`src/hdl/irfo_pkg.sv`:
```
// Package of offsets, field positions and reset values for the interrupt request flag output stage.
package irfo_pkg;

  // ----------------------------------------------------------------
  // Widths
  // ----------------------------------------------------------------
  localparam int ADDR_W = 16;
  localparam int DATA_W = 32;
  localparam int FLAG_W = 16;
  localparam int STAT_W = 2;

  // ----------------------------------------------------------------
  // Register byte offsets
  // ----------------------------------------------------------------
  localparam logic [15:0] OFS_FLAGS_DIRECT = 16'hf510;
  localparam logic [15:0] OFS_FLAGS_SETCLR = 16'hf514;
  localparam logic [15:0] OFS_FLAG_POL = 16'hf518;
  localparam logic [15:0] OFS_OUT_CTRL = 16'hf51c;
  localparam logic [15:0] OFS_INT_ENABLE = 16'hf520;
  localparam logic [15:0] OFS_EXT_ENABLE = 16'hf524;
  localparam logic [15:0] OFS_EVT_STATUS = 16'hf528;
  localparam logic [15:0] OFS_EVT_MASK = 16'hf52c;

  // ----------------------------------------------------------------
  // Control register fields
  // ----------------------------------------------------------------
  localparam int CTRL_INT_INVERT_BIT = 0;
  localparam int CTRL_EXT_INVERT_BIT = 1;
  localparam int CTRL_DRIVER_BIT = 2;
  localparam int CTRL_W = 3;

  // ----------------------------------------------------------------
  // Event status fields
  // ----------------------------------------------------------------
  localparam int EVT_INT_BIT = 0;
  localparam int EVT_EXT_BIT = 1;

  // ----------------------------------------------------------------
  // Reset values
  // ----------------------------------------------------------------
  localparam logic [2:0] CTRL_RESET = 3'h3;
  localparam logic [15:0] FLAGS_RESET = 16'h0000;
  localparam logic [15:0] FLAG_POL_RESET = 16'h0000;
  localparam logic [15:0] INT_ENABLE_RESET = 16'h0000;
  localparam logic [15:0] EXT_ENABLE_RESET = 16'h0000;
  localparam logic [1:0] EVT_RESET = 2'h0;
  localparam logic INT_REQ_RESET = 1'h1;
  localparam logic PIN_OUT_RESET = 1'h0;
  localparam logic PIN_OE_N_RESET = 1'h1;

  // ----------------------------------------------------------------
  // Bus answers
  // ----------------------------------------------------------------
  localparam logic [1:0] RESP_OKAY = 2'h0;
  localparam logic [1:0] RESP_SLVERR = 2'h2;

endpackage : irfo_pkg

```
`src/hdl/irfo_top.sv`:
```
// Interrupt request flag output stage: flags, cause enables, polarity and pin driver, with AXI4-Lite registers.
//
// Local design decision: the AXI4-Lite slave port.
`timescale 1ns/1ns
`default_nettype none
module irfo_top (
  input wire logic clk,
  input wire logic rstn,
  input wire logic [15:0] s_axi_awaddr,
  input wire logic s_axi_awvalid,
  output logic s_axi_awready,
  input wire logic awFromCore,
  input wire logic [31:0] s_axi_wdata,
  input wire logic [3:0] s_axi_wstrb,
  input wire logic s_axi_wvalid,
  output logic s_axi_wready,
  output logic [1:0] s_axi_bresp,
  output logic s_axi_bvalid,
  input wire logic s_axi_bready,
  input wire logic [15:0] s_axi_araddr,
  input wire logic s_axi_arvalid,
  output logic s_axi_arready,
  output logic [31:0] s_axi_rdata,
  output logic [1:0] s_axi_rresp,
  output logic s_axi_rvalid,
  input wire logic s_axi_rready,
  output logic intRequest,
  output logic extRequestPinOut,
  output logic extRequestPinOe_n,
  output logic irq
);

  // ----------------------------------------------------------------
  // Helpers
  // ----------------------------------------------------------------
  function automatic logic [31:0] lane_mask(input logic [3:0] strb);
    logic [31:0] m;
    m = 32'h00000000;
    for (int i = 0; i < 4; i++) begin
      m[i*8 +: 8] = {8{strb[i]}};
    end
    return m;
  endfunction : lane_mask

  function automatic logic known_offset(input logic [15:0] a);
    logic hit;
    hit = (a == irfo_pkg::OFS_FLAGS_DIRECT) || (a == irfo_pkg::OFS_FLAGS_SETCLR) ||
          (a == irfo_pkg::OFS_FLAG_POL) || (a == irfo_pkg::OFS_OUT_CTRL) ||
          (a == irfo_pkg::OFS_INT_ENABLE) || (a == irfo_pkg::OFS_EXT_ENABLE) ||
          (a == irfo_pkg::OFS_EVT_STATUS) || (a == irfo_pkg::OFS_EVT_MASK);
    return hit;
  endfunction : known_offset

  // Byte lanes that the strobe leaves out keep their old bits.
  function automatic logic [15:0] merge_lanes(input logic [15:0] old, input logic [15:0] lanes,
    input logic [15:0] bits);
    logic [15:0] merged;
    merged = (old & ~lanes) | (bits & lanes);
    return merged;
  endfunction : merge_lanes

  function automatic logic any_cause(input logic [15:0] level, input logic [15:0] enables);
    logic hit;
    hit = |(level & enables);
    return hit;
  endfunction : any_cause

  // ----------------------------------------------------------------
  // Bus front end
  // ----------------------------------------------------------------
  logic wrEn;
  logic [15:0] wrAddr;
  logic [31:0] wrData;
  logic [3:0] wrStrb;
  logic wrCore;
  logic wrOk;
  logic rdEn;
  logic [15:0] rdAddr;
  logic [31:0] rdData;
  logic rdOk;

  irfo_axil_slave irfo_axil_slave_i (
    .clk(clk),
    .rstn(rstn),
    .s_axi_awaddr(s_axi_awaddr),
    .s_axi_awvalid(s_axi_awvalid),
    .s_axi_awready(s_axi_awready),
    .awFromCore(awFromCore),
    .s_axi_wdata(s_axi_wdata),
    .s_axi_wstrb(s_axi_wstrb),
    .s_axi_wvalid(s_axi_wvalid),
    .s_axi_wready(s_axi_wready),
    .s_axi_bresp(s_axi_bresp),
    .s_axi_bvalid(s_axi_bvalid),
    .s_axi_bready(s_axi_bready),
    .s_axi_araddr(s_axi_araddr),
    .s_axi_arvalid(s_axi_arvalid),
    .s_axi_arready(s_axi_arready),
    .s_axi_rdata(s_axi_rdata),
    .s_axi_rresp(s_axi_rresp),
    .s_axi_rvalid(s_axi_rvalid),
    .s_axi_rready(s_axi_rready),
    .wrEn(wrEn),
    .wrAddr(wrAddr),
    .wrData(wrData),
    .wrStrb(wrStrb),
    .wrCore(wrCore),
    .wrOk(wrOk),
    .rdEn(rdEn),
    .rdAddr(rdAddr),
    .rdData(rdData),
    .rdOk(rdOk)
  );

  // ----------------------------------------------------------------
  // Register file
  // ----------------------------------------------------------------
  logic [15:0] flags_reg, flags_next;
  logic [15:0] flagPol_reg, flagPol_next;
  logic [2:0] ctrl_reg, ctrl_next;
  logic [15:0] intEnable_reg, intEnable_next;
  logic [15:0] extEnable_reg, extEnable_next;
  logic [1:0] evtMask_reg, evtMask_next;
  logic [31:0] laneMask;
  logic [15:0] wrBits;

  // A write lands at the edge after the bus performs it; the request outputs follow one edge later.
  assign wrOk = known_offset(wrAddr);
  assign laneMask = lane_mask(wrStrb);
  // Only written lanes count, so a zero strobe lane never sets or clears a flag.
  assign wrBits = wrData[15:0] & laneMask[15:0];

  always_comb begin
    flags_next = flags_reg;
    flagPol_next = flagPol_reg;
    ctrl_next = ctrl_reg;
    intEnable_next = intEnable_reg;
    extEnable_next = extEnable_reg;
    evtMask_next = evtMask_reg;
    if (wrEn) begin
      case (wrAddr)
        irfo_pkg::OFS_FLAGS_DIRECT: begin
          flags_next = merge_lanes(flags_reg, laneMask[15:0], wrData[15:0]);
        end
        irfo_pkg::OFS_FLAGS_SETCLR: begin
          if (wrCore) begin
            flags_next = flags_reg | wrBits;
          end else begin
            flags_next = flags_reg & ~wrBits;
          end
        end
        irfo_pkg::OFS_FLAG_POL: begin
          flagPol_next = merge_lanes(flagPol_reg, laneMask[15:0], wrData[15:0]);
        end
        irfo_pkg::OFS_OUT_CTRL: begin
          ctrl_next = (ctrl_reg & ~laneMask[2:0]) | (wrData[2:0] & laneMask[2:0]);
        end
        irfo_pkg::OFS_INT_ENABLE: begin
          intEnable_next = merge_lanes(intEnable_reg, laneMask[15:0], wrData[15:0]);
        end
        irfo_pkg::OFS_EXT_ENABLE: begin
          extEnable_next = merge_lanes(extEnable_reg, laneMask[15:0], wrData[15:0]);
        end
        irfo_pkg::OFS_EVT_MASK: begin
          evtMask_next = (evtMask_reg & ~laneMask[1:0]) | (wrData[1:0] & laneMask[1:0]);
        end
        default: begin
          flags_next = flags_reg;
        end
      endcase
    end
  end

  always_ff @(posedge clk) begin
    if (!rstn) begin
      flags_reg <= irfo_pkg::FLAGS_RESET;
      flagPol_reg <= irfo_pkg::FLAG_POL_RESET;
      ctrl_reg <= irfo_pkg::CTRL_RESET;
      intEnable_reg <= irfo_pkg::INT_ENABLE_RESET;
      extEnable_reg <= irfo_pkg::EXT_ENABLE_RESET;
      evtMask_reg <= irfo_pkg::EVT_RESET;
    end else begin
      flags_reg <= flags_next;
      flagPol_reg <= flagPol_next;
      ctrl_reg <= ctrl_next;
      intEnable_reg <= intEnable_next;
      extEnable_reg <= extEnable_next;
      evtMask_reg <= evtMask_next;
    end
  end

  // ----------------------------------------------------------------
  // Request forming
  // ----------------------------------------------------------------
  logic [15:0] flagLevel;
  logic intRaw;
  logic extRaw;
  logic intLevel;
  logic extLevel;

  // Per-flag polarity lets a flag count as a cause while it is clear instead of set.
  for (genvar g = 0; g < irfo_pkg::FLAG_W; g++) begin : g_flag_level
    assign flagLevel[g] = flags_reg[g] ^ flagPol_reg[g];
  end

  // The invert bits act on the combined request, after the masks, so one setting covers all sixteen causes.
  assign intRaw = any_cause(flagLevel, intEnable_reg);
  assign extRaw = any_cause(flagLevel, extEnable_reg);
  assign intLevel = intRaw ^ ctrl_reg[irfo_pkg::CTRL_INT_INVERT_BIT];
  assign extLevel = extRaw ^ ctrl_reg[irfo_pkg::CTRL_EXT_INVERT_BIT];

  // ----------------------------------------------------------------
  // Pin driver and event status
  // ----------------------------------------------------------------
  logic intReq_reg, intReq_next;
  logic pinOut_reg, pinOut_next;
  logic pinOe_n_reg, pinOe_n_next;
  logic intRawPrev_reg, intRawPrev_next;
  logic extRawPrev_reg, extRawPrev_next;
  logic [1:0] evtStatus_reg, evtStatus_next;
  logic irq_reg, irq_next;
  logic [1:0] evtSet;
  logic statusRead;

  assign statusRead = rdEn && (rdAddr == irfo_pkg::OFS_EVT_STATUS);

  always_comb begin
    intReq_next = intLevel;
    intRawPrev_next = intRaw;
    extRawPrev_next = extRaw;
    // Value and enable of the pin change on the same edge, so a mode switch never drives stale data.
    if (ctrl_reg[irfo_pkg::CTRL_DRIVER_BIT]) begin
      pinOut_next = extLevel;
      pinOe_n_next = 1'b0;
    end else begin
      // Open drain only ever pulls low; the high level comes from the board pull-up.
      pinOut_next = 1'b0;
      pinOe_n_next = extLevel;
    end
    // Edge memories reset low like the raw causes, so the release of reset shows no false event.
    evtSet = 2'h0;
    evtSet[irfo_pkg::EVT_INT_BIT] = intRaw && !intRawPrev_reg;
    evtSet[irfo_pkg::EVT_EXT_BIT] = extRaw && !extRawPrev_reg;
    // A new event in the cycle of a clearing read survives the clear.
    evtStatus_next = (statusRead ? 2'h0 : evtStatus_reg) | evtSet;
    irq_next = |(evtStatus_next & evtMask_reg);
  end

  always_ff @(posedge clk) begin
    if (!rstn) begin
      intReq_reg <= irfo_pkg::INT_REQ_RESET;
      pinOut_reg <= irfo_pkg::PIN_OUT_RESET;
      pinOe_n_reg <= irfo_pkg::PIN_OE_N_RESET;
      intRawPrev_reg <= 1'b0;
      extRawPrev_reg <= 1'b0;
      evtStatus_reg <= irfo_pkg::EVT_RESET;
      irq_reg <= 1'b0;
    end else begin
      intReq_reg <= intReq_next;
      pinOut_reg <= pinOut_next;
      pinOe_n_reg <= pinOe_n_next;
      intRawPrev_reg <= intRawPrev_next;
      extRawPrev_reg <= extRawPrev_next;
      evtStatus_reg <= evtStatus_next;
      irq_reg <= irq_next;
    end
  end

  assign intRequest = intReq_reg;
  assign extRequestPinOut = pinOut_reg;
  assign extRequestPinOe_n = pinOe_n_reg;
  assign irq = irq_reg;

  // ----------------------------------------------------------------
  // Read multiplexer
  // ----------------------------------------------------------------
  always_comb begin
    rdOk = known_offset(rdAddr);
    rdData = 32'h00000000;
    case (rdAddr)
      irfo_pkg::OFS_FLAGS_DIRECT: rdData[15:0] = flags_reg;
      irfo_pkg::OFS_FLAGS_SETCLR: rdData[15:0] = flags_reg;
      irfo_pkg::OFS_FLAG_POL: rdData[15:0] = flagPol_reg;
      irfo_pkg::OFS_OUT_CTRL: rdData[2:0] = ctrl_reg;
      irfo_pkg::OFS_INT_ENABLE: rdData[15:0] = intEnable_reg;
      irfo_pkg::OFS_EXT_ENABLE: rdData[15:0] = extEnable_reg;
      irfo_pkg::OFS_EVT_STATUS: rdData[1:0] = evtStatus_reg;
      irfo_pkg::OFS_EVT_MASK: rdData[1:0] = evtMask_reg;
      default: rdData = 32'h00000000;
    endcase
  end

endmodule : irfo_top
`default_nettype wire

```
`src/hdl/irfo_axil_slave.sv`:
```
// AXI4-Lite slave front end that turns bus transfers into single-cycle register strobes.
`timescale 1ns/1ns
`default_nettype none
module irfo_axil_slave (
  input wire logic clk,
  input wire logic rstn,
  input wire logic [15:0] s_axi_awaddr,
  input wire logic s_axi_awvalid,
  output logic s_axi_awready,
  input wire logic awFromCore,
  input wire logic [31:0] s_axi_wdata,
  input wire logic [3:0] s_axi_wstrb,
  input wire logic s_axi_wvalid,
  output logic s_axi_wready,
  output logic [1:0] s_axi_bresp,
  output logic s_axi_bvalid,
  input wire logic s_axi_bready,
  input wire logic [15:0] s_axi_araddr,
  input wire logic s_axi_arvalid,
  output logic s_axi_arready,
  output logic [31:0] s_axi_rdata,
  output logic [1:0] s_axi_rresp,
  output logic s_axi_rvalid,
  input wire logic s_axi_rready,
  output logic wrEn,
  output logic [15:0] wrAddr,
  output logic [31:0] wrData,
  output logic [3:0] wrStrb,
  output logic wrCore,
  input wire logic wrOk,
  output logic rdEn,
  output logic [15:0] rdAddr,
  input wire logic [31:0] rdData,
  input wire logic rdOk
);

  // ----------------------------------------------------------------
  // Write channel state
  // ----------------------------------------------------------------
  logic awHeld_reg, awHeld_next;
  logic [15:0] awAddr_reg, awAddr_next;
  logic awCore_reg, awCore_next;
  logic wHeld_reg, wHeld_next;
  logic [31:0] wData_reg, wData_next;
  logic [3:0] wStrb_reg, wStrb_next;
  logic bValid_reg, bValid_next;
  logic [1:0] bResp_reg, bResp_next;
  logic awReady_reg, awReady_next;
  logic wReady_reg, wReady_next;

  always_comb begin
    awHeld_next = awHeld_reg;
    awAddr_next = awAddr_reg;
    awCore_next = awCore_reg;
    wHeld_next = wHeld_reg;
    wData_next = wData_reg;
    wStrb_next = wStrb_reg;
    bValid_next = bValid_reg;
    bResp_next = bResp_reg;
    wrEn = awHeld_reg && wHeld_reg && !bValid_reg;
    if (s_axi_awvalid && awReady_reg) begin
      awHeld_next = 1'b1;
      awAddr_next = s_axi_awaddr;
      awCore_next = awFromCore;
    end
    if (s_axi_wvalid && wReady_reg) begin
      wHeld_next = 1'b1;
      wData_next = s_axi_wdata;
      wStrb_next = s_axi_wstrb;
    end
    if (wrEn) begin
      awHeld_next = 1'b0;
      wHeld_next = 1'b0;
      bValid_next = 1'b1;
      bResp_next = wrOk ? irfo_pkg::RESP_OKAY : irfo_pkg::RESP_SLVERR;
    end
    if (bValid_reg && s_axi_bready) begin
      bValid_next = 1'b0;
    end
    awReady_next = !awHeld_next;
    wReady_next = !wHeld_next;
  end

  always_ff @(posedge clk) begin
    if (!rstn) begin
      awHeld_reg <= 1'b0;
      awAddr_reg <= 16'h0000;
      awCore_reg <= 1'b0;
      wHeld_reg <= 1'b0;
      wData_reg <= 32'h00000000;
      wStrb_reg <= 4'h0;
      bValid_reg <= 1'b0;
      bResp_reg <= irfo_pkg::RESP_OKAY;
      awReady_reg <= 1'b0;
      wReady_reg <= 1'b0;
    end else begin
      awHeld_reg <= awHeld_next;
      awAddr_reg <= awAddr_next;
      awCore_reg <= awCore_next;
      wHeld_reg <= wHeld_next;
      wData_reg <= wData_next;
      wStrb_reg <= wStrb_next;
      bValid_reg <= bValid_next;
      bResp_reg <= bResp_next;
      awReady_reg <= awReady_next;
      wReady_reg <= wReady_next;
    end
  end

  assign wrAddr = awAddr_reg;
  assign wrData = wData_reg;
  assign wrStrb = wStrb_reg;
  assign wrCore = awCore_reg;
  assign s_axi_awready = awReady_reg;
  assign s_axi_wready = wReady_reg;
  assign s_axi_bvalid = bValid_reg;
  assign s_axi_bresp = bResp_reg;

  // ----------------------------------------------------------------
  // Read channel state
  // ----------------------------------------------------------------
  logic arReady_reg, arReady_next;
  logic rValid_reg, rValid_next;
  logic [31:0] rData_reg, rData_next;
  logic [1:0] rResp_reg, rResp_next;

  always_comb begin
    arReady_next = arReady_reg;
    rValid_next = rValid_reg;
    rData_next = rData_reg;
    rResp_next = rResp_reg;
    rdEn = s_axi_arvalid && arReady_reg;
    if (rdEn) begin
      arReady_next = 1'b0;
      rValid_next = 1'b1;
      rData_next = rdOk ? rdData : 32'h00000000;
      rResp_next = rdOk ? irfo_pkg::RESP_OKAY : irfo_pkg::RESP_SLVERR;
    end else if (rValid_reg && s_axi_rready) begin
      rValid_next = 1'b0;
      arReady_next = 1'b1;
    end else if (!rValid_reg) begin
      arReady_next = 1'b1;
    end
  end

  always_ff @(posedge clk) begin
    if (!rstn) begin
      arReady_reg <= 1'b0;
      rValid_reg <= 1'b0;
      rData_reg <= 32'h00000000;
      rResp_reg <= irfo_pkg::RESP_OKAY;
    end else begin
      arReady_reg <= arReady_next;
      rValid_reg <= rValid_next;
      rData_reg <= rData_next;
      rResp_reg <= rResp_next;
    end
  end

  assign rdAddr = s_axi_araddr;
  assign s_axi_arready = arReady_reg;
  assign s_axi_rvalid = rValid_reg;
  assign s_axi_rdata = rData_reg;
  assign s_axi_rresp = rResp_reg;

endmodule : irfo_axil_slave
`default_nettype wire

```
`config.mk`:
```
export PLATFORM = sky130hd
export DESIGN_NAME = irfo_top
export DESIGN_NICKNAME = d
export VERILOG_FILES = /design/src/hdl/irfo_pkg.sv /design/src/hdl/irfo_top.sv /design/src/hdl/irfo_axil_slave.sv
export SDC_FILE = /design/constraint.sdc
export NUM_CORES = 1
export LEC_CHECK = 0
export BUFFER_PORTS_ARGS = -buffer_cell sky130_fd_sc_hd__clkbuf_2
export CELL_PAD_IN_SITES_DETAIL_PLACEMENT = 1
export CELL_PAD_IN_SITES_GLOBAL_PLACEMENT = 2
export CORE_MARGIN = 2
export CORE_UTILIZATION = 36
export CTS_BUF_LIST = sky130_fd_sc_hd__clkbuf_16
export DETAILED_ROUTE_END_ITERATION = 16
export PLACE_DENSITY = 0.85
export SLEW_MARGIN = 20
export SYNTH_ARGS = -nofsm -noshare
export SYNTH_HDL_FRONTEND = slang
export SYNTH_SLANG_ARGS = --single-unit
```
`constraint.sdc`:
```
create_clock -name clk -period 3.9 [get_ports clk]
set_input_delay 0.195 -clock clk [delete_from_list [all_inputs] [get_ports clk]]
set_output_delay 0.195 -clock clk [all_outputs]
set_load 0.02 [all_outputs]
```
==> results by group <==
Drt
  – Vias/cell: between 5 and 6
  – Initial DRC count: 313
  – Drt first pass iters: 4
  – Residual DRC: 0
  – DR WL/cell: 18.26 um
  – Drt total wl: ~18000 um
  – Final ANT Viol Nets: 0
  – Vias post-DR: 5326

STA
  – Final Critical Period: 2.378 ns
  – Final Hold Vio Count: 0
  – Pins Over Slew Limit: 0
  – Hold slack: 0.007398 ns
  – Worst-Margin Slew: approximately 1.1 ns
  – Slew margin rel.: 24.50%
  – Setup_tns: 0 ns
  – Endpoints failing setup: 0
  – Worst clock skew: 0.009882 ns
  – RSZ-0062 raised after global routing: no
  – Final Cycle Share: about three fifths
  – Max Fclk: between 400 and 500 MHz

Pwr
  – Pleak: ~2.8 nW
  – P per Cell Area: 426.1 nW/um2
  – Total power: roughly 0.0032 W
  – VDD IR-drop max: 362.0 uV

GRT
  – Number of global-route vias before repair: 5697
  – Grt total ovfl: 0
  – Largest net degree at the start of global routing: just over 80
  – First-pass GRT wire length: 30010 um
  – All-Layer GR Usage: 20.98%
  – Initial antenna violation count: 0

Floorplanning
  – Starting density of the core: a little under two fifths
  – Ports: 121
  – Total die area: 18700 um2
  – Core region area: 17240 um2
  – # rows: 48
  – Die width: around 140 um
  – Die height: around 140 um

Final layout
  – Area growth syn-to-layout: 17.87%
  – Nets: 845
  – Ratio of cells with drive above 1 in the final layout: about 16%
  – Final core occ: a little over two fifths
  – Ant diodes: 0

Clocking
  – Reg clk slew, reported paths: around 0.06 ns
  – Resize count post-CTS: 0
  – # H-tree levels: 4
  – Sink Count: 137
  – Cts bufs inserted: 17
  – CTS Buffer Depth: 2
  – Root buf cell: clkbuf_16
  – Skew-Pair Late Insertion Delay: 0.42 ns
  – TritonCTS clock tree: built

Logic synthesis
  – Yosys reg bits: 137
  – Synth area leaders: dfxtp_1, nand2_1, mux2i_1
  – Post-Syn Area per Cell: 9.116 um2
  – Area of the mapped netlist: 6345 um2
  – Sequential share of the synthesized area: 43.23%
  – Asr flop ratio synth: 0%
  – Number of synthesized flops with an enable pin: 0
  – Cell taking the most area after synthesis: dfxtp_1
  – Synth top area share: 43.23%
  – Synth Flop Type: dfxtp_1
  – Synth cell types: 55
  – Synth warn: 0
  – Mapped Cells: 696

Hold path
  – Hold Path Class: in2reg
  – Hold Path Depth: 3

Place
  – DP HPWL: 13370 um
  – Final Wtd Congestion: 0.8330
  – I/O Buffers: 84

Worst setup path
  – CP Launch Type: register
  – Data required time of the worst path: 4.20 ns
  – CP arrival: ~2.7 ns
  – Reg2Reg Depth: 5
  – Crit. End Element: register
  – Worst-path fanout max: 8
  – Critical path class: reg2reg

Outcome
  – Outcome: complete, no violations

Flow run
  – Max Cap Viol: 0
[through the flow]
| stage | worst slack, ns | cells | cell area [um2] |
|---|---|---|---|
| floorplan | 1.847 | 713 | 6409 |
| global placement | 1.410 | 970 | 6859 |
| detailed placement | 1.315 | 970 | 6859 |
| CTS | 1.457 | 1006 | 7461 |
| global route | 1.273 | 1007 | 7478 |
| finish | 1.522 | 1007 | 7478 |
[routing by layer]
metal,track usage [%],vias to the layer above,share of wire [%]
met1,26.59,2560,45
li1,-,2581,-
met5,0,-,0
met4,7.002,0,1.8
met3,4.519,27,5.1
met2,35.33,158,48
[cells in the mapped netlist, types with 4 or more instances]
| library cell | instances |
|---|---|
| nor3_1 | 7 |
| a21boi_0 | 54 |
| nand2b_1 | 13 |
| a21oi_1 | 11 |
| a221oi_1 | 13 |
| nor4_4 | 6 |
| nand2_1 | 132 |
| dfxtp_1 | 137 |
| nand3_1 | 4 |
| buf_1 | 4 |
| xor2_1 | 16 |
| nor2b_1 | 43 |
| a22o_1 | 11 |
| a22oi_1 | 17 |
| nand4_1 | 8 |
| a221o_1 | 5 |
| buf_2 | 6 |
| o21ai_0 | 27 |
| mux2i_1 | 47 |
| buf_4 | 19 |
| clkbuf_1 | 25 |
| nor2_1 | 22 |
| a21o_1 | 11 |
| and2_1 | 4 |
| o21a_1 | 7 |
[placed cells by master, fill, tap and decap left out, types with 7 or more instances in the layout]
cell / count
a21boi_0: 54
a21o_1: 11
a21oi_1: 11
a221oi_1: 13
a22o_1: 11
a22oi_1: 17
clkbuf_16: 17
clkbuf_2: 83
conb_1: 18
dfxtp_1: 137
mux2i_1: 47
nand2_1: 132
nand2b_1: 13
nand4_1: 8
nor2_1: 22
nor2b_1: 43
nor3_1: 7
o21a_1: 7
o21ai_0: 27
xor2_1: 16
[kinds of logic (layout without fill, tap and decap cells)]
| logic type | count (synthesis) | after routing | share of synthesized area, % |
|---|---|---|---|
| AND/OR/NAND/NOR | 269 | 269 | 23.21 |
| XOR/XNOR | 16 | 16 | 2.209 |
| AO/OA/AOI/OAI | 167 | 167 | 19.13 |
| buffers and inverters | 59 | 128 | 4.752 |
| flip-flops | 137 | 137 | 43.23 |
| multiplexers | 47 | 47 | 7.415 |
| other | 1 | 18 | 0.05910 |
[critical path, stage by stage (launching register included)]
cell     delay, ns
dfxtp_1       0.33
nor4_4        0.41
nand4_4       0.31
nor4_4        0.84
mux2i_1       0.28
nor2b_1       0.08
[repair_timing]
action	CTS	global route
hold buffers	4	0
setup buffers	0	0
hold endpoints to repair	4	0
[layout make-up]
cell class | count | area, um2
Sequential cell | 137 | 2743
Tap cell | 225 | 281.5
Multi-Input combinational cell | 517 | 3371
Timing Repair Buffer | 92 | 506.7
Clock inverter | 15 | 136.4
Clock buffer | 17 | 425.4
Inverter | 4 | 15.01
Fill cell | 2019 | 9758
[final timing paths]
| check | start | endpoint | slack [ns] |
|---|---|---|---|
| worst max-delay path | irfo_axil_slave_i.wrAddr[0] | register | 1.52 |
| worst min-delay path | s_axi_wdata[13] | irfo_axil_slave_i.wrData[13] | 0.007 |
| worst max register to register | irfo_axil_slave_i.wrAddr[0] | register | 1.52 |
| worst min register to register | irfo_axil_slave_i.s_axi_rdata[11] | irfo_axil_slave_i.s_axi_rdata[11] | 0.45 |
[power breakdown]
part / leakage (nW) / internal (W) / switching, W / total, W
logic: 1.45 / 0.0000737 / 0.000115 / 0.000188
clock network: 0.264 / 0.000926 / 0.000611 / 0.00154
registers: 1.11 / 0.00143 / 0.0000342 / 0.00146
No activity file was read; power rests on OpenSTA's default activity.
